**src/rtl/mac_filter_regs.svh**
```systemverilog
// Register map, field positions, reset values and constants of the filter
`ifndef MAC_FILTER_REGS_SVH
`define MAC_FILTER_REGS_SVH

// ----------------------------------------------------------------------
// Register byte offsets
// ----------------------------------------------------------------------
`define OFS_CONTROL 12'h100
`define OFS_STATION_UPPER 12'h104
`define OFS_STATION_LOWER 12'h108
`define OFS_HASH_UPPER 12'h10C
`define OFS_HASH_LOWER 12'h110
`define OFS_STATUS 12'h120

// ----------------------------------------------------------------------
// Control and status fields
// ----------------------------------------------------------------------
`define CTRL_RX_BIT 2
`define CTRL_TX_BIT 3
`define CTRL_GROUP_BIT 19
`define ST_IDX_LSB 0
`define ST_ACCEPT_BIT 8
`define ST_GROUP_BIT 9
`define ST_TX_BUSY_BIT 10
`define ST_COUNT_LSB 16

// ----------------------------------------------------------------------
// Reset values and constants
// ----------------------------------------------------------------------
`define UPPER_RESET 16'hFFFF
`define LOWER_RESET 32'hFFFF_FFFF
`define HASH_RESET 32'h0000_0000
`define WORD_ZERO 32'h0000_0000
`define CRC_INIT 32'hFFFF_FFFF
`define CRC_POLY 32'hEDB8_8320
`define HASH_IDX_LSB 26
`define DEST_LAST 3'h5
`define DEST_FIRST 3'h1

`endif

```
**src/rtl/mac_filter_pkg.sv**
```systemverilog
// Types shared by the station address and group filter block
package mac_filter_pkg;

    typedef struct packed {
        logic last;
        logic [7:0] data;
    } tx_beat_s;

    typedef struct packed {
        logic first;
        logic last;
        logic [7:0] data;
    } rx_beat_s;

    typedef struct packed {
        logic accept;
        logic group;
        logic [5:0] idx;
    } verdict_s;

    typedef enum logic [1:0] {RX_IDLE, RX_DEST, RX_BODY} rx_state_e;

endpackage : mac_filter_pkg

```
**src/rtl/mac_filter.sv**
```systemverilog
// Transmit/receive enables, station address and multicast hash filter
//
// Contract
// - Transmit starts frames only while tx enabled
// - Receive takes frames only while rx enabled
// - Upper address: bits 47:32, ones reset
// - Lower address: bits 31:0, writable, ones
// - Octets one to six map to byte lanes
// - Multicast frames index a 64-bit hash table
// - Index top bit picks register, rest bit
// - Selected hash bit one accepts, else reject
// - Pass-all setting accepts every multicast frame
// - Hash registers read/write, reset to zero
`timescale 1ns/1ns
`include "mac_filter_regs.svh"
module mac_filter #(
    parameter int FIFO_DEPTH = 4
) (
    input wire logic pclk, // Clock, 50 MHz
    input wire logic presetn, // Async reset, active low
    input wire logic psel, // APB select
    input wire logic penable, // APB access phase
    input wire logic pwrite, // APB direction
    input wire logic [11:0] paddr, // APB byte address
    input wire logic [31:0] pwdata, // APB write data
    input wire logic [3:0] pstrb, // APB byte strobes
    output logic [31:0] prdata, // APB read data
    output logic pready, // APB ready
    output logic pslverr, // APB error, unmapped address
    input wire mac_filter_pkg::tx_beat_s tx_in, // Frame byte to send
    input wire logic tx_in_valid, // Frame byte present
    output logic tx_in_ready, // Buffer has room
    output mac_filter_pkg::tx_beat_s phy_tx, // Byte to the PHY
    output logic phy_tx_valid, // Byte to the PHY valid
    input wire mac_filter_pkg::rx_beat_s rx_in, // Byte from the PHY
    input wire logic rx_valid, // Byte from the PHY valid
    output logic rx_done, // Frame finished, one cycle
    output mac_filter_pkg::verdict_s rx_verdict // Filter result
);
    import mac_filter_pkg::*;

    if (FIFO_DEPTH < 2) begin : g_check
        $error("mac_filter: FIFO_DEPTH must be at least 2");
    end

    // ------------------------------------------------------------------
    // Functions
    // ------------------------------------------------------------------
    function automatic logic [31:0] merge(input logic [31:0] old,
                                          input logic [31:0] wd,
                                          input logic [3:0] strb);
        logic [31:0] r;
        r = old;
        for (int b = 0; b < 4; b++) begin
            if (strb[b]) begin
                r[b*8 +: 8] = wd[b*8 +: 8];
            end
        end
        return r;
    endfunction : merge

    function automatic logic hash_pick(input logic [31:0] upper,
                                       input logic [31:0] lower,
                                       input logic [5:0] idx);
        return idx[5] ? upper[idx[4:0]] : lower[idx[4:0]];
    endfunction : hash_pick

    // ------------------------------------------------------------------
    // Registers
    // ------------------------------------------------------------------
    logic tx_path_on;
    logic rx_path_on;
    logic accept_every_group;
    logic [15:0] station_id_upper;
    logic [31:0] station_id_lower;
    logic [31:0] group_hash_upper;
    logic [31:0] group_hash_lower;
    logic [15:0] accept_count;
    logic tx_in_frame;

    // ------------------------------------------------------------------
    // APB decode
    // ------------------------------------------------------------------
    wire access = psel & penable & ~pready;
    wire fire = psel & penable & pready & pwrite;
    wire hit_ctrl = paddr == `OFS_CONTROL;
    wire hit_upper = paddr == `OFS_STATION_UPPER;
    wire hit_lower = paddr == `OFS_STATION_LOWER;
    wire hit_hash_u = paddr == `OFS_HASH_UPPER;
    wire hit_hash_l = paddr == `OFS_HASH_LOWER;
    wire hit_stat = paddr == `OFS_STATUS;
    wire hit = hit_ctrl | hit_upper | hit_lower | hit_hash_u | hit_hash_l |
        hit_stat;

    wire [31:0] ctrl_word = (`WORD_ZERO |
        (32'(tx_path_on) << `CTRL_TX_BIT) |
        (32'(rx_path_on) << `CTRL_RX_BIT) |
        (32'(accept_every_group) << `CTRL_GROUP_BIT));
    wire [31:0] stat_word = (`WORD_ZERO |
        (32'(rx_verdict.idx) << `ST_IDX_LSB) |
        (32'(rx_verdict.accept) << `ST_ACCEPT_BIT) |
        (32'(rx_verdict.group) << `ST_GROUP_BIT) |
        (32'(tx_in_frame) << `ST_TX_BUSY_BIT) |
        (32'(accept_count) << `ST_COUNT_LSB));
    wire [31:0] rd_mux =
        hit_ctrl ? ctrl_word :
        hit_upper ? {16'h0000, station_id_upper} :
        hit_lower ? station_id_lower :
        hit_hash_u ? group_hash_upper :
        hit_hash_l ? group_hash_lower :
        hit_stat ? stat_word : `WORD_ZERO;
    wire [31:0] ctrl_new = merge(ctrl_word, pwdata, pstrb);
    wire [31:0] upper_new = merge({16'h0000, station_id_upper}, pwdata,
        pstrb);

    // One wait state: request seen, answer registered next edge
    always_ff @(posedge pclk or negedge presetn) begin
        if (!presetn) begin
            pready <= 1'b0;
            prdata <= `WORD_ZERO;
            pslverr <= 1'b0;
        end else begin
            pready <= access;
            prdata <= (access & ~pwrite) ? rd_mux : `WORD_ZERO;
            pslverr <= access & ~hit;
        end
    end

    always_ff @(posedge pclk or negedge presetn) begin
        if (!presetn) begin
            tx_path_on <= 1'b0;
            rx_path_on <= 1'b0;
            accept_every_group <= 1'b0;
        end else if (fire & hit_ctrl) begin
            tx_path_on <= ctrl_new[`CTRL_TX_BIT];
            rx_path_on <= ctrl_new[`CTRL_RX_BIT];
            accept_every_group <= ctrl_new[`CTRL_GROUP_BIT];
        end
    end

    always_ff @(posedge pclk or negedge presetn) begin
        if (!presetn) begin
            station_id_upper <= `UPPER_RESET;
            station_id_lower <= `LOWER_RESET;
            group_hash_upper <= `HASH_RESET;
            group_hash_lower <= `HASH_RESET;
        end else if (fire) begin
            if (hit_upper) begin
                station_id_upper <= upper_new[15:0];
            end
            if (hit_lower) begin
                station_id_lower <= merge(station_id_lower, pwdata,
                    pstrb);
            end
            if (hit_hash_u) begin
                group_hash_upper <= merge(group_hash_upper, pwdata,
                    pstrb);
            end
            if (hit_hash_l) begin
                group_hash_lower <= merge(group_hash_lower, pwdata,
                    pstrb);
            end
        end
    end

    // ------------------------------------------------------------------
    // Transmit path
    // ------------------------------------------------------------------
    tx_beat_s fifo_out;
    logic fifo_out_valid;
    // A frame already begun is finished even if transmit is switched off
    wire tx_pop = fifo_out_valid & (tx_path_on | tx_in_frame);

    beat_fifo #(
        .WIDTH($bits(tx_beat_s)),
        .DEPTH(FIFO_DEPTH)
    ) u_tx_fifo (
        .clk(pclk),
        .rst_n(presetn),
        .in_data(tx_in),
        .in_valid(tx_in_valid),
        .in_ready(tx_in_ready),
        .out_data(fifo_out),
        .out_valid(fifo_out_valid),
        .out_ready(tx_pop)
    );

    always_ff @(posedge pclk or negedge presetn) begin
        if (!presetn) begin
            phy_tx_valid <= 1'b0;
            phy_tx <= '0;
            tx_in_frame <= 1'b0;
        end else begin
            phy_tx_valid <= tx_pop;
            phy_tx <= tx_pop ? fifo_out : phy_tx;
            tx_in_frame <= tx_pop ? ~fifo_out.last : tx_in_frame;
        end
    end

    // ------------------------------------------------------------------
    // Receive filter
    // ------------------------------------------------------------------
    rx_state_e state;
    rx_state_e next_state;
    logic [2:0] byte_cnt;
    logic [39:0] dest;
    logic [31:0] crc;
    logic [31:0] crc_next;

    // Frames already under way when enabled are skipped whole
    wire start_ok = (state == RX_IDLE) & rx_valid & rx_in.first &
        ~rx_in.last & rx_path_on;
    wire in_dest = (state == RX_DEST) & rx_valid;
    wire at_decide = in_dest & (byte_cnt == `DEST_LAST);
    wire body_end = (state == RX_BODY) & rx_valid & rx_in.last;
    wire [31:0] crc_seed = (state == RX_IDLE) ? `CRC_INIT : crc;
    // Lane count is stale from the last frame until the first octet lands
    wire [2:0] lane = start_ok ? 3'h0 : byte_cnt;
    // Received octet k sits in byte lane k of the station vector
    wire [47:0] full_dest = {rx_in.data, dest};
    wire [47:0] station_vec = {station_id_upper, station_id_lower};
    wire [5:0] idx_now = crc_next[31:`HASH_IDX_LSB];
    wire group_now = full_dest[0];
    wire hash_hit = hash_pick(group_hash_upper, group_hash_lower,
        idx_now);
    wire accept_now = group_now ?
        (accept_every_group | hash_hit) :
        (full_dest == station_vec);

    crc32_byte u_crc (
        .crc_in(crc_seed),
        .data(rx_in.data),
        .crc_out(crc_next)
    );

    always_comb begin
        next_state = state;
        unique case (state)
            RX_IDLE: begin
                if (start_ok) begin
                    next_state = RX_DEST;
                end
            end
            RX_DEST: begin
                if (rx_valid & rx_in.last) begin
                    next_state = RX_IDLE;
                end else if (at_decide) begin
                    next_state = RX_BODY;
                end
            end
            RX_BODY: begin
                if (body_end) begin
                    next_state = RX_IDLE;
                end
            end
        endcase
    end

    always_ff @(posedge pclk or negedge presetn) begin
        if (!presetn) begin
            state <= RX_IDLE;
            byte_cnt <= 3'h0;
            dest <= '0;
            crc <= `CRC_INIT;
        end else begin
            state <= next_state;
            if (start_ok | (in_dest & ~at_decide)) begin
                dest[{lane, 3'h0} +: 8] <= rx_in.data;
                crc <= crc_next;
                byte_cnt <= start_ok ? `DEST_FIRST : 3'(byte_cnt + 3'h1);
            end
        end
    end

    always_ff @(posedge pclk or negedge presetn) begin
        if (!presetn) begin
            rx_done <= 1'b0;
            rx_verdict <= '0;
            accept_count <= 16'h0000;
        end else begin
            rx_done <= body_end | (at_decide & rx_in.last);
            if (at_decide) begin
                rx_verdict <= '{accept: accept_now, group: group_now,
                                idx: idx_now};
            end
            if (rx_done & rx_verdict.accept) begin
                accept_count <= 16'(accept_count + 16'h0001);
            end
        end
    end
endmodule : mac_filter

```
**src/rtl/beat_fifo.sv**
```systemverilog
// Small synchronous FIFO with valid/ready on both sides
`timescale 1ns/1ns
module beat_fifo #(
    parameter int WIDTH = 9,
    parameter int DEPTH = 4
) (
    input wire logic clk, // Clock
    input wire logic rst_n, // Async reset, active low
    input wire logic [WIDTH-1:0] in_data, // Fill data
    input wire logic in_valid, // Fill request
    output logic in_ready, // Room available (registered)
    output logic [WIDTH-1:0] out_data, // Head word
    output logic out_valid, // Head word present
    input wire logic out_ready // Drain accepts head
);
    localparam int AW = $clog2(DEPTH);

    if (DEPTH < 2 || (1 << AW) != DEPTH) begin : g_check
        $error("beat_fifo: DEPTH must be a power of two, at least 2");
    end

    logic [WIDTH-1:0] mem [DEPTH];
    logic [AW-1:0] wr_ptr;
    logic [AW-1:0] rd_ptr;
    logic [AW:0] count;
    wire push = in_valid & in_ready;
    wire pop = out_valid & out_ready;
    wire [AW:0] next_count = AW'(1) == 0 ? count :
        count + (AW+1)'(push) - (AW+1)'(pop);

    assign out_valid = count != '0;
    assign out_data = mem[rd_ptr];

    always_ff @(posedge clk or negedge rst_n) begin
        if (!rst_n) begin
            wr_ptr <= '0;
            rd_ptr <= '0;
            count <= '0;
            in_ready <= 1'b1;
        end else begin
            wr_ptr <= wr_ptr + AW'(push);
            rd_ptr <= rd_ptr + AW'(pop);
            count <= next_count;
            // Registered so the port comes straight from a flop
            in_ready <= next_count != (AW+1)'(DEPTH);
        end
    end

    always_ff @(posedge clk) begin
        if (push) begin
            mem[wr_ptr] <= in_data;
        end
    end

endmodule : beat_fifo

```
**src/rtl/crc32_byte.sv**
```systemverilog
// One byte step of the reflected CRC-32 used for the group hash
`timescale 1ns/1ns
`include "mac_filter_regs.svh"
module crc32_byte (
    input wire logic [31:0] crc_in, // Running remainder
    input wire logic [7:0] data, // Byte, least significant bit first
    output logic [31:0] crc_out // Remainder after the byte
);
    always_comb begin
        logic [31:0] c;
        c = crc_in;
        for (int i = 0; i < 8; i++) begin
            c = (c[0] ^ data[i]) ? ((c >> 1) ^ `CRC_POLY) : (c >> 1);
        end
        crc_out = c;
    end

endmodule : crc32_byte

```
**config.mk**
```make
export PLATFORM = sky130hd
export DESIGN_NAME = mac_filter
export DESIGN_NICKNAME = d
export VERILOG_FILES = /design/src/rtl/mac_filter_pkg.sv /design/src/rtl/mac_filter.sv /design/src/rtl/beat_fifo.sv /design/src/rtl/crc32_byte.sv
export VERILOG_INCLUDE_DIRS = /design/src /design/src/rtl
export SDC_FILE = /design/constraint.sdc
export NUM_CORES = 1
export LEC_CHECK = 0
export BUFFER_PORTS_ARGS = -buffer_cell sky130_fd_sc_hd__buf_2
export CAP_MARGIN = 15
export CORE_MARGIN = 2
export CORE_UTILIZATION = 55
export CTS_CLUSTER_DIAMETER = 50
export CTS_CLUSTER_SIZE = 40
export DETAILED_ROUTE_END_ITERATION = 8
export GPL_ROUTABILITY_DRIVEN = 0
export PLACE_DENSITY = 0.79
export SYNTH_ARGS = -nofsm -noshare
export SYNTH_HDL_FRONTEND = slang
export SYNTH_SLANG_ARGS = --single-unit
```
**constraint.sdc**
```tcl
create_clock -name pclk -period 3.9 [get_ports pclk]
set_input_delay 0.39 -clock pclk [delete_from_list [all_inputs] [get_ports pclk]]
set_output_delay 0.39 -clock pclk [all_outputs]
set_load 0.005 [all_outputs]
```
======== Yosys cells after proc, flatten, opt, wreduce, memory -nomap -nowiden ========
Memory sizes are Yosys's and may differ from the RTL's.
Cells that the tools add are included.
storage, ports and cells
  bits in registers ....................... 270
  latch bits .............................. 0
  memory bits (writable) .................. 36
  memory bits (read-only) ................. 0
  input port bits ......................... 74
  output and inout port bits .............. 54
  word-level logic and storage cells ...... 172
  memories kept ........................... 1
cells by class
  add/sub/neg operators ................... 7
  multiply operators ...................... 0
  div/mod/pow operators ................... 0
  order comparisons ....................... 1
  equality and inequality tests ........... 14
  shift-type cells ........................ 2
  multiplexer cells ....................... 34
  bitwise logic cells ..................... 59
  reduce and logical (&&, ||, !) cells .... 17
memory list
  name           words  width  rd ports  clocked after memory_dff  write ports  RTL line         text
  u_tx_fifo.mem  4      9      1         0                         1            beat_fifo.sv:22  logic [WIDTH-1:0] mem [DEPTH];
operator list
  operator                  count
  $mux W32                  16
  $not A13 Y14              8
  $eq A12 B9 Y1 const B     6
  $eq A48 B48 Y1            1
  $reduce_and A3 Y1         15
  $bwmux W40                1
  $shift A8 B8 Y40 const A  1
  $shiftx A8 B8 Y40         1
  $or A11 B32 Y32           1
  $and A1 B1 Y1             22
  $or A4 B20 Y20            1
  $add A16 B1 Y16 const B   1
  $or A10 B11 Y11           1
  $bmux W1 S5               2
  $or A9 B10 Y10            1
  $or A1 B1 Y1              9
  $or A6 B9 Y9              1
  $mux W2                   4
  $mux W4                   2
  $neg A6 Y8                1
  $xor A1 B1 Y1             8
  $lt A5 B6 Y1 const B      1
  $mux W1                   6
  $mux W3                   2
  15 further kinds          22

======== Logic depth before layout (Yosys ltp) ========
Gate-level depths: netlist of the first run.
  depth after elaboration ................. 23
  gate-level depth with buffers ........... 14
  mapped depth without buffers ............ 11

======== Cells and area by module ========
From an unflattened synthesis of the first run, not the netlist that was laid out.
unflattened totals
  cell total of the unflattened synthesis .. 1057
  area, all modules ....................... 14731.6 µm²
modules (own cells, without submodules)
  module      times used  cells each  area each (µm²)  seq. area each (µm²)
  mac_filter  1           912         12243.0          6656.4
  beat_fifo   1           76          1680.4           1282.5
  crc32_byte  1           69          808.3            0.0

======== Worst setup path before layout of the first run ========
Ideal clock, no wire load.
  path kind ............................... flip-flop to flip-flop
  from .................................... reg state[0]
  to ...................................... reg rx_verdict[7] (netlist name)
  setup time .............................. 0.134 ns
  arrival ................................. 2.844 ns
  required time ........................... 3.766 ns
  slack ................................... 0.922 ns
  stages on the path, launching flop included .. 15
  path buffers ............................ 3
  clock period less this slack ............ 2.978 ns
  path through ............................ dfrtp_1 inv_1 ha_1 buf_4 nor2_2 xnor2_2 xnor3_1 xnor3_2 buf_6 buf_6 mux2i_1 a31oi_1 o211a_1 nor4_2 a31oi_1
between the ends
  word-level cells in the longest chain between the ends .. 20
  elaborated cells on any way between the ends .. 35
  those cells by class .................... eq/ne: 1; mux: 15; bitwise: 18; reduce/logical: 1
RTL lines
  item                           RTL line           text
  start: declaration             mac_filter.sv:203  rx_state_e state;
  start signal: assignment       mac_filter.sv:266  state <= next_state;
  $logic_not A2 Y1               mac_filter.sv:216  wire [31:0] crc_seed = (state == RX_IDLE) ? `CRC_INIT : crc;
  $mux W32                       mac_filter.sv:216
  $mux W32 (2 in a row)          crc32_byte.sv:13   c = (c[0] ^ data[i]) ? ((c >> 1) ^ `CRC_POLY) : (c >> 1);
  $xor A1 B1 Y1                  crc32_byte.sv:13
  $mux W32                       crc32_byte.sv:13
  $not A13 Y14 (no source line)  n/a
  $mux W32                       crc32_byte.sv:13
  $not A13 Y14 (no source line)  n/a
  (+3 left out)                  n/a
  $mux W32                       crc32_byte.sv:13
  $not A13 Y14 (no source line)  n/a
  $mux W32                       crc32_byte.sv:13
  $bmux W1 S5                    mac_filter.sv:65   return idx[5] ? upper[idx[4:0]] : lower[idx[4:0]];
  $mux W1 (implied by the code)  mac_filter.sv:65
  $mux W1                        mac_filter.sv:65
  $or A1 B1 Y1                   mac_filter.sv:227  (accept_every_group | hash_hit) :
  $mux W1                        mac_filter.sv:226  wire accept_now = group_now ?
  end signal: assignment         mac_filter.sv:283  rx_verdict <= '{accept: accept_now, group: group_now,
  end: declaration               mac_filter.sv:38   output mac_filter_pkg::verdict_s rx_verdict
Several ways; a longest one is shown, not always the timed one. The select of a mux whose other input is x is not followed.
A chain may end at the register's enable or synchronous reset.

======== Final worst setup path of the first run ========
Same ends and word-level chain as after synthesis.

==> impl_metrics.py, run 1 <==
metrics = {
    "clock_tree": {
        "clk_pin_slew_ps": 80,
        "cts_root_buf": "clkbuf_16",
        "clock-sinks": 306,
        "cts_hold_buf": 1,
        "clock_path_buffers": 3,
        "cts_tree": "yes",
        "cts_buffers": 29,
        "cts_resized": 0,
        "clkLatencyLatePin_ps": 570,
        "post-cts-setup-buffer-count": 0,
        "h-tree-depth": 1,
    },
    "floorplan": {
        "die_y_um": 167,
        "io_pins": 128,
        "die-area_um2": 27800,
        "fp.dieW_um": 167,
        "coreArea_um2": 26100,
        "placementRows": 59,
        "start_util_pct": 56.0,
    },
    "critical_path": {
        "path_max_fanout": 13,
        "crit-reg2reg-launch": "state[0]",
        "cp_common_cell": "nor2_1",
        "critPathKind": "flop to flop",
        "arrival_ps": 3920,
        "cp_cell_sequence": "inv_1 > ha_1 > nor2_1 > xnor2_2 > xnor3_2 > buf_4 > mux4_2 > nor2_1 > a211oi_1 > nor4_2 > a31oi_1",
        "path_buf_inv": 2,
        "cp_top_family": "XOR/XNOR gates",
        "cp-start-kind": "flop",
        "end_kind": "flop",
        "cp_data_required_time_ps": 4340,
        "cpPeakStageDelay_ps": 640,
        "startpoint": "state[0]",
        "cp_slowest_cell": "xnor3_2",
    },
    "sta": {
        "grt_setup_unrepaired": "no",
        "tightest_slew_ps": 931,
        "clock-skew-final_ps": 15.7,
        "fmax_mhz": 287,
        "fin_crit_ps": 3480,
        "slew_headroom_pct": 37.7,
        "finalSetupViolations": 0,
        "period_share_pct": 89.3,
        "setup_tns_ps": 0,
        "final_hold_viol_count": 0,
        "finalMaxSlewViolations": 0,
    },
    "global_route": {
        "grt_max_degree": 118,
        "grt_pass1_vias": 10400,
        "antenna_found_initial": 3,
        "grt_pass1_wl_mm": 59.7,
        "grt_overflow": 0,
        "grt.total_usage_pct": 27.3,
    },
    "layout": {
        "final_core_util_pct": 64.3,
        "drive_gt1_share_pct": 36.0,
        "nets": 1425,
        "areaGrowthSynthToFinish_pct": 14.8,
        "fillers": 1954,
    },
    "synthesis": {
        "yosysTopAreaCell": "dfrtp_1",
        "synth-seq-area-share_pct": 54.4,
        "synth_edf_count": 36,
        "synth_top_cell_area_share_pct": 32.4,
        "ys_warn_count": 0,
        "synthCells": 1198,
        "synth_cell_types": 63,
        "async_flop_share_pct": 88.2,
        "avgSynthCellArea_um2": 12.2,
        "syn-cell-area_um2": 14600,
        "synth_flop_cell": "dfrtp_1",
        "synth_nets": 1285,
        "ys_seq_elements": 306,
        "netlist_top_cells_area": "dfrtp_1 (32%), dfstp_2 (15%), mux2_2 (13%)",
    },
    "placement": {
        "dpl.hpwl_mm": 27.0,
        "port-buffer-count": 127,
    },
    "hold_path": {
        "hp-class": "input port to flop",
        "hold_start": "tx_in[4]",
    },
    "pwr": {
        "peakVddDrop_uv": 599,
        "power_density_nw_per_um2": 732,
        "leakage_nw": 7.69,
    },
    "status": {
        "status": "complete, no violations",
    },
    "route": {
        "wl_mm": 37.9,
        "post_drt_wl_per_cell_um": 22.3,
        "drc": 0,
        "vias": 10200,
        "dr.pass1.iters": 7,
        "drt.antenna.violating_nets": 0,
        "drtIter0Drc": 1011,
        "viasPerCell": 6.01,
    },
    "flow_run": {
        "cap_viol_max_count": 0,
    },
}
[final timing paths]
| path | end | slack (ps) | cells after the start |
|---|---|---|---|
| worst min register to register | accept_count[15] | 480 | 1 |
| max in group asynchronous | crc[17] | 2370 | 3 |
| min in group asynchronous | phy_tx[4] | 520 | 2 |
| worst max register to register | rx_verdict[7] | 420 | 11 |
| worst min-delay path | u_tx_fifo.mem[1][4] | 30 | 1 |
| worst max-delay path | rx_verdict[7] | 420 | 11 |
[per-layer routing]
layer  GRT usage (%)  part of all wire (%)
met5               0                 0.026
met4            8.13                   3.0
met3            3.90                   7.8
met2            44.6                    48
met1            38.2                    41
[cell usage in the layout (no fill, tap or decap), drive strengths merged, types with 4 or more instances in the layout]
cell type,netlist,layout
clkinv,0,9
dfstp,81,81
and2,5,5
buf,17,159
nor3,10,10
nand2,119,119
a21oi,45,45
ha,12,12
o21ai,71,71
o22ai,4,4
dfrtp,189,189
mux2,163,163
mux2i,21,21
inv,22,36
a22oi,20,20
clkbuf,34,29
nor2,86,86
and3,8,8
xor2,61,61
mux4,19,19
edfxtp,36,36
nor4,15,15
nand4,10,10
xnor2,85,85
nand3,22,22
[sequential cells by signal, summed over array words and instances (netlist names), 2 cells and up]
| register | count |
|---|---|
| crc | 32 |
| phy_tx | 9 |
| group_hash_upper | 32 |
| u_tx_fifo.mem | 36 |
| state | 2 |
| u_tx_fifo.rd_ptr | 2 |
| byte_cnt | 3 |
| dest | 40 |
| u_tx_fifo.wr_ptr | 2 |
| prdata | 32 |
| accept_count | 16 |
| station_id_upper | 16 |
| station_id_lower | 32 |
| rx_verdict | 8 |
| group_hash_lower | 32 |
| u_tx_fifo.count | 3 |
[report_power, final]
group	internal [mW]	leakage [nW]	switching, mW
Clock	1.50	0.500	1.52
Combinational	2.19	3.46	2.79
Sequential	3.87	3.73	0.403
Total	7.55	7.69	4.71
[Yosys cell counts, types with 21 or more instances]
cell type,instances
dfstp_2,81
a21oi_1,45
mux2_2,163
nor2_1,83
dfrtp_1,189
nand2_1,119
xnor2_1,80
mux2i_1,21
xor2_1,59
o21ai_0,71
edfxtp_1,36
nand3_1,22
clkbuf_1,33
inv_1,22
[cells by family after synthesis]
group                      count (synthesis)  share of synthesized area [%]
adders and majority gates                 13                           1.17
AOI/OAI and AO/OA                        163                           6.52
buffers and inverters                     73                           2.14
and+or+nand+nor                          291                           8.96
xor gates and xnor gates                 149                           9.76
DFF                                      306                           54.4
muxes                                    203                           17.0
[area by class of cell]
cell class                      count  area (um2)  share of cell area (%)
Sequential cell                   306        7940                    47.4
Inverter                           22        82.6                   0.493
Clock inverter                     24         314                    1.88
Multi-Input combinational cell    819        6350                    37.9
Antenna cell                        2        5.00                  0.0299
Timing Repair Buffer              160         908                    5.42
Clock buffer                       29         726                    4.33
Tap cell                          335         419                    2.50
[stage by stage]
step	power, mW	hold WS, ps	setup WS [ps]	cell area [um2]	cells
3_5_place_dp	9.23	472	439	15700	1641
3_3_place_gp	9.08	463	571	15700	1641
6_report	12.3	25.6	418	16700	1697
5_1_grt	12.9	29.4	211	16700	1696
4_1_cts	12.2	13.8	445	16700	1695
2_1_floorplan	7.92	94.4	922	14600	1198
(Power assumes the default switching activity.)
==> run 2, diff against run 1 <==
CORE_MARGIN = 1   (was 2)
==> run 2 against run 1 <==
Flip-flop and latch count is the same; clock-buffer cell count grew 4; clock skew up 8.6 ps; highest routed layer is now met4.
==> impl_metrics.py, run 2 (synthesis gave the netlist of run 1 again) <==
metrics = {
    "status": {
        "status": "complete, no violations",
    },
    "layout": {
        "top_regs": "dest (40), u_tx_fifo.mem (36)",
        "largest_reg_flops": 40,
        "seq_area_um2": 7940,
        "multi_input_comb_area_um2": 6350,
        "layout_common_cells": "dfrtp_1 (189), mux2_2 (163), buf_2 (126)",
        "regMostFlops": "dest",
        "areaGrowthSynthToFinish_pct": 14.9,
        "drive_gt1_share_pct": 36.0,
        "final_common_cell": "dfrtp_1",
        "nets": 1428,
        "fillers": 1954,
    },
    "critical_path": {
        "rr_worst_depth": 9,
        "cp_data_required_time_ps": 4340,
        "r2r_end": "rx_verdict[7]",
        "cp-start-kind": "flop",
        "reg2reg_slack_ps": 380,
        "path_max_fanout": 12,
        "crit-reg2reg-launch": "state[0]",
        "end_kind": "flop",
        "arrival_ps": 3970,
        "critPathKind": "flop to flop",
    },
    "route": {
        "viasPerCell": 5.98,
        "dr.pass1.iters": 5,
        "drc": 0,
        "post_drt_wl_per_cell_um": 22.4,
        "vias": 10200,
        "drtIter0Drc": 934,
        "drt.antenna.violating_nets": 0,
        "wl_mm": 38.2,
    },
    "hold_path": {
        "hp-class": "input port to flop",
        "hold_start": "tx_in[3]",
        "min_path_cells": 1,
        "min_to": "u_tx_fifo.mem[0][3]",
    },
    "placement": {
        "port-buffer-count": 127,
        "place_ws_ps": 456,
        "dpl.hpwl_mm": 26.7,
    },
    "sta": {
        "period_share_pct": 90.3,
        "fin_crit_ps": 3520,
        "finalMaxSlewViolations": 0,
        "fin_ws_ps": 377,
        "fmax_mhz": 284,
        "clock-skew-final_ps": 24.2,
        "finalSetupViolations": 0,
        "final_hold_viol_count": 0,
        "setup_tns_ps": 0,
        "slew_headroom_pct": 46.0,
        "holdWs_ps": 27.1,
        "grt_setup_unrepaired": "no",
        "tightest_slew_ps": 810,
    },
    "global_route": {
        "grt_pass1_wl_mm": 59.0,
        "grt_overflow": 0,
        "grt_pass1_vias": 10200,
        "grt.total_usage_pct": 28.9,
        "grt_max_degree": 107,
        "antenna_found_initial": 1,
    },
    "floorplan": {
        "coreArea_um2": 26100,
        "die-area_um2": 27200,
        "fp.dieW_um": 165,
        "die_y_um": 165,
        "placementRows": 59,
        "io_pins": 128,
        "start_util_pct": 56.0,
    },
    "pwr": {
        "leakage_nw": 7.71,
        "pwr-share-seq_pct": 34.4,
        "p_total_mw": 12.4,
        "power_density_nw_per_um2": 738,
        "pwr-share-clk_pct": 24.5,
        "p_sw_mw": 4.63,
        "internal_power_mw": 7.75,
        "switching_share_pct": 37.4,
        "peakVddDrop_uv": 766,
        "pwr-share-comb_pct": 41.2,
    },
    "clock_tree": {
        "clock_path_buffers": 3,
        "cts_buffers": 30,
        "clkLatencyLatePin_ps": 570,
        "clk_pin_slew_ps": 70,
        "cts_resized": 0,
        "cts_root_buf": "clkbuf_16",
        "h-tree-depth": 1,
        "cts_tree": "yes",
        "clock-sinks": 306,
    },
    "flow_run": {
        "cap_viol_max_count": 0,
    },
}
run 2: area by class of cell:
cell class / count / share of cell area (%)
flip-flops and latches: 306 / 47.4
multi-input cells: 819 / 37.9
repair buffers: 162 / 5.58
clock buffers: 33 / 4.67
well taps: 335 / 2.50
clock inverters: 23 / 1.49
inverters: 22 / 0.493
diodes: 1 / 0.0149
run 2: per-layer routing:
layer	vias up	track usage (%)	share of wire, %
met5	-	0	0
met4	0	10.5	3.6
met3	92	5.25	7.8
met2	472	45.9	47
met1	5104	40.0	41
li1	4506	-	-
run 2: critical path: stages (launching register included):
cell and delay [ps]:
dfrtp_1 400, inv_1 100, ha_1 520, nor2_1 230
xnor2_2 450, xnor3_2 510, mux4_2 550, o211a_1 250
nor4_2 270, a31oi_1 110
run 2: how the worst max path moves through the flow:
stage             start  slack [ps]            end
2_1_floorplan  state[0]         920  rx_verdict[7]
3_3_place_gp   state[0]         560  rx_verdict[7]
3_5_place_dp   state[0]         460  rx_verdict[7]
4_1_cts        state[1]         450  rx_verdict[7]
5_1_grt        state[1]         240  rx_verdict[7]
6_report       state[0]         380  rx_verdict[7]
run 2: power groups by stage:
stage	logic, mW	clock network [mW]	registers, mW
CTS	5.05	3.07	4.25
detailed placement	5.00	0	4.30
floorplan	3.75	0	4.17
finish	5.09	3.03	4.26
global route	5.49	3.18	4.31
global placement	4.85	0	4.27
run 2: metrics by stage:
step,utilization [%],std cells,area [um2]
2_1_floorplan,-,1198,14600
3_3_place_gp,60.3,1643,15700
3_5_place_dp,60.3,1643,15700
4_1_cts,64.3,1700,16800
5_1_grt,64.3,1700,16800
6_report,64.3,1701,16800
run 2: repair_timing:
action / in CTS / in global routing
endpoints found under the hold margin: 60 / 0
endpoints found under the setup margin: 0 / 0
hold buffers: 1 / 0
setup buffers: 0 / 0
==> run 3, diff against run 2 <==
CORE_ASPECT_RATIO = 1.2   (was default)
PLACE_DENSITY = default   (was 0.79)
PLACE_DENSITY_LB_ADDON = 0.2   (was default)
==> run 3 against run 2 <==
Combinational power decreased by 2%; critical path type unchanged; total power increased by 0.35%; fmax decreased by 1.9%; non-clock buffer count decreased by 2; die area about the same; largest power group unchanged; flip-flop and latch count unchanged; sequential share of layout area decreased by 0.17 points; clock-buffer cell count decreased by 1; highest routed layer is now met5; via count decreased by 2.5%; utilization increased by 0.92 points; global-route usage decreased by 0.68 points.
==> impl_metrics.py, run 3 (synthesis gave the netlist of run 1 again) <==
metrics = {
    "global_route": {
        "grt_overflow": 0,
        "use_met3_pct": 4.30,
        "grt.total_usage_pct": 28.2,
        "grt_max_degree": 122,
        "grt_pass1_wl_mm": 57.9,
        "grt.busiest_layer": "met2",
        "grtUsageMet1_pct": 38.5,
        "grt_pass1_vias": 10100,
        "use_met2_pct": 45.9,
        "antenna_found_initial": 2,
    },
    "layout": {
        "regMostFlops": "dest",
        "drive_gt1_share_pct": 36.2,
        "final_core_util_pct": 65.2,
        "layout_common_cells": "dfrtp_1 (189), mux2_2 (163), buf_2 (126)",
        "seq_area_um2": 7940,
        "final_cells": 1693,
        "nets": 1426,
        "fillers": 1948,
        "top_regs": "dest (40), u_tx_fifo.mem (36)",
        "final_common_cell": "dfrtp_1",
        "areaGrowthSynthToFinish_pct": 15.3,
        "largest_reg_flops": 40,
        "multi_input_comb_area_um2": 6360,
        "diodes": 0,
    },
    "route": {
        "wl_mm": 37.1,
        "drc": 0,
        "drtIter0Drc": 650,
        "drt.antenna.violating_nets": 0,
        "dr.pass1.iters": 5,
        "post_drt_wl_per_cell_um": 21.9,
        "viasPerCell": 5.86,
        "vias": 9920,
    },
    "pwr": {
        "leakage_nw": 7.72,
        "power_density_nw_per_um2": 738,
        "peakVddDrop_uv": 615,
        "p_total_mw": 12.4,
    },
    "clock_tree": {
        "post-cts-setup-buffer-count": 0,
        "cts_resized": 0,
        "cts_tree": "yes",
        "cts_hold_buf": 1,
        "cts_buffers": 30,
        "clock_path_buffers": 3,
        "clk_pin_slew_ps": 80,
        "h-tree-depth": 1,
        "clock-sinks": 306,
        "clkLatencyLatePin_ps": 570,
        "cts_root_buf": "clkbuf_16",
    },
    "sta": {
        "setup_tns_ps": 0,
        "finalSetupViolations": 0,
        "finalMaxSlewViolations": 0,
        "tightest_slew_ps": 963,
        "slew_headroom_pct": 35.8,
        "fin_crit_ps": 3590,
        "fmax_mhz": 278,
        "grt_setup_unrepaired": "no",
        "clock-skew-final_ps": 16.8,
        "period_share_pct": 92.1,
        "final_hold_viol_count": 0,
    },
    "critical_path": {
        "cp_common_cell": "ha_1",
        "arrival_ps": 4040,
        "cpPeakStageDelay_ps": 400,
        "cp_cell_sequence": "inv_1 > ha_1 > buf_4 > nand4_1 > nand2_1 > ha_1 > ha_1 > nor4b_1 > nand3_1 > mux2_2",
        "cp-start-kind": "flop",
        "rr_worst_depth": 10,
        "critPathKind": "flop to flop",
        "path_max_fanout": 30,
        "end_kind": "flop",
        "reg2reg_slack_ps": 310,
        "cp_slowest_cell": "dfrtp_1",
        "cp_data_required_time_ps": 4340,
    },
    "hold_path": {
        "hp-class": "input port to flop",
        "min_path_cells": 1,
    },
    "placement": {
        "place_inst": 1636,
        "dpl.hpwl_mm": 26.8,
        "port-buffer-count": 127,
    },
    "floorplan": {
        "die_y_um": 180,
        "fp.dieW_um": 151,
        "placementRows": 64,
        "start_util_pct": 56.6,
        "coreArea_um2": 25800,
        "die-area_um2": 27200,
        "io_pins": 128,
    },
    "flow_run": {
        "cap_viol_max_count": 0,
    },
    "status": {
        "status": "complete, no violations",
    },
}
-- run 3: final timing paths --
path / from / to
min in group asynchronous: presetn / prdata[27]
worst min-delay path: tx_in[2] / u_tx_fifo.mem[3][2]
worst min register to register: crc[18] / crc[18]
max in group asynchronous: presetn / station_id_upper[4]
worst max-delay path: state[0] / dest[1]
worst max register to register: state[0] / dest[1]
-- run 3: worst max-delay path, delay by kind of cell (launching register included) --
| family | cells | cell delay (ps) |
|---|---|---|
| AND/OR/NAND/NOR | 4 | 1380 |
| buffers and inverters | 2 | 480 |
| adder cells (fa/ha/maj) | 3 | 810 |
| flip-flops | 1 | 400 |
| multiplexers | 1 | 400 |
-- run 3: power breakdown --
group	switching, mW	internal [mW]
combinational	2.79	2.21
sequential	0.386	3.87
clock	1.51	1.65
total	4.69	7.73
-- run 3: routing by layer --
layer | vias to the layer above | part of all wire, %
met4 | 2 | 3.6
met1 | 4980 | 41
met5 | - | 0.030
met3 | 74 | 6.6
li1 | 4494 | -
met2 | 370 | 48
-- run 3: area by class of cell --
class	instances	area share (%)
flip-flops and latches	306	47.2
clock buffers	32	4.63
well taps	330	2.45
clock inverters	24	1.91
multi-input cells	819	37.8
inverters	22	0.491
repair buffers	160	5.47
-- run 3: metrics by stage --
stage / hold WS, ps / setup slack (ps) / cell area (um2)
after global placement: 465 / 521 / 15700
final: 29.6 / 307 / 16800
after global routing: 23.6 / 56.8 / 16800
after floorplan: 94.4 / 922 / 14600
after CTS: 16.9 / 336 / 16800
after detailed placement: 471 / 342 / 15700
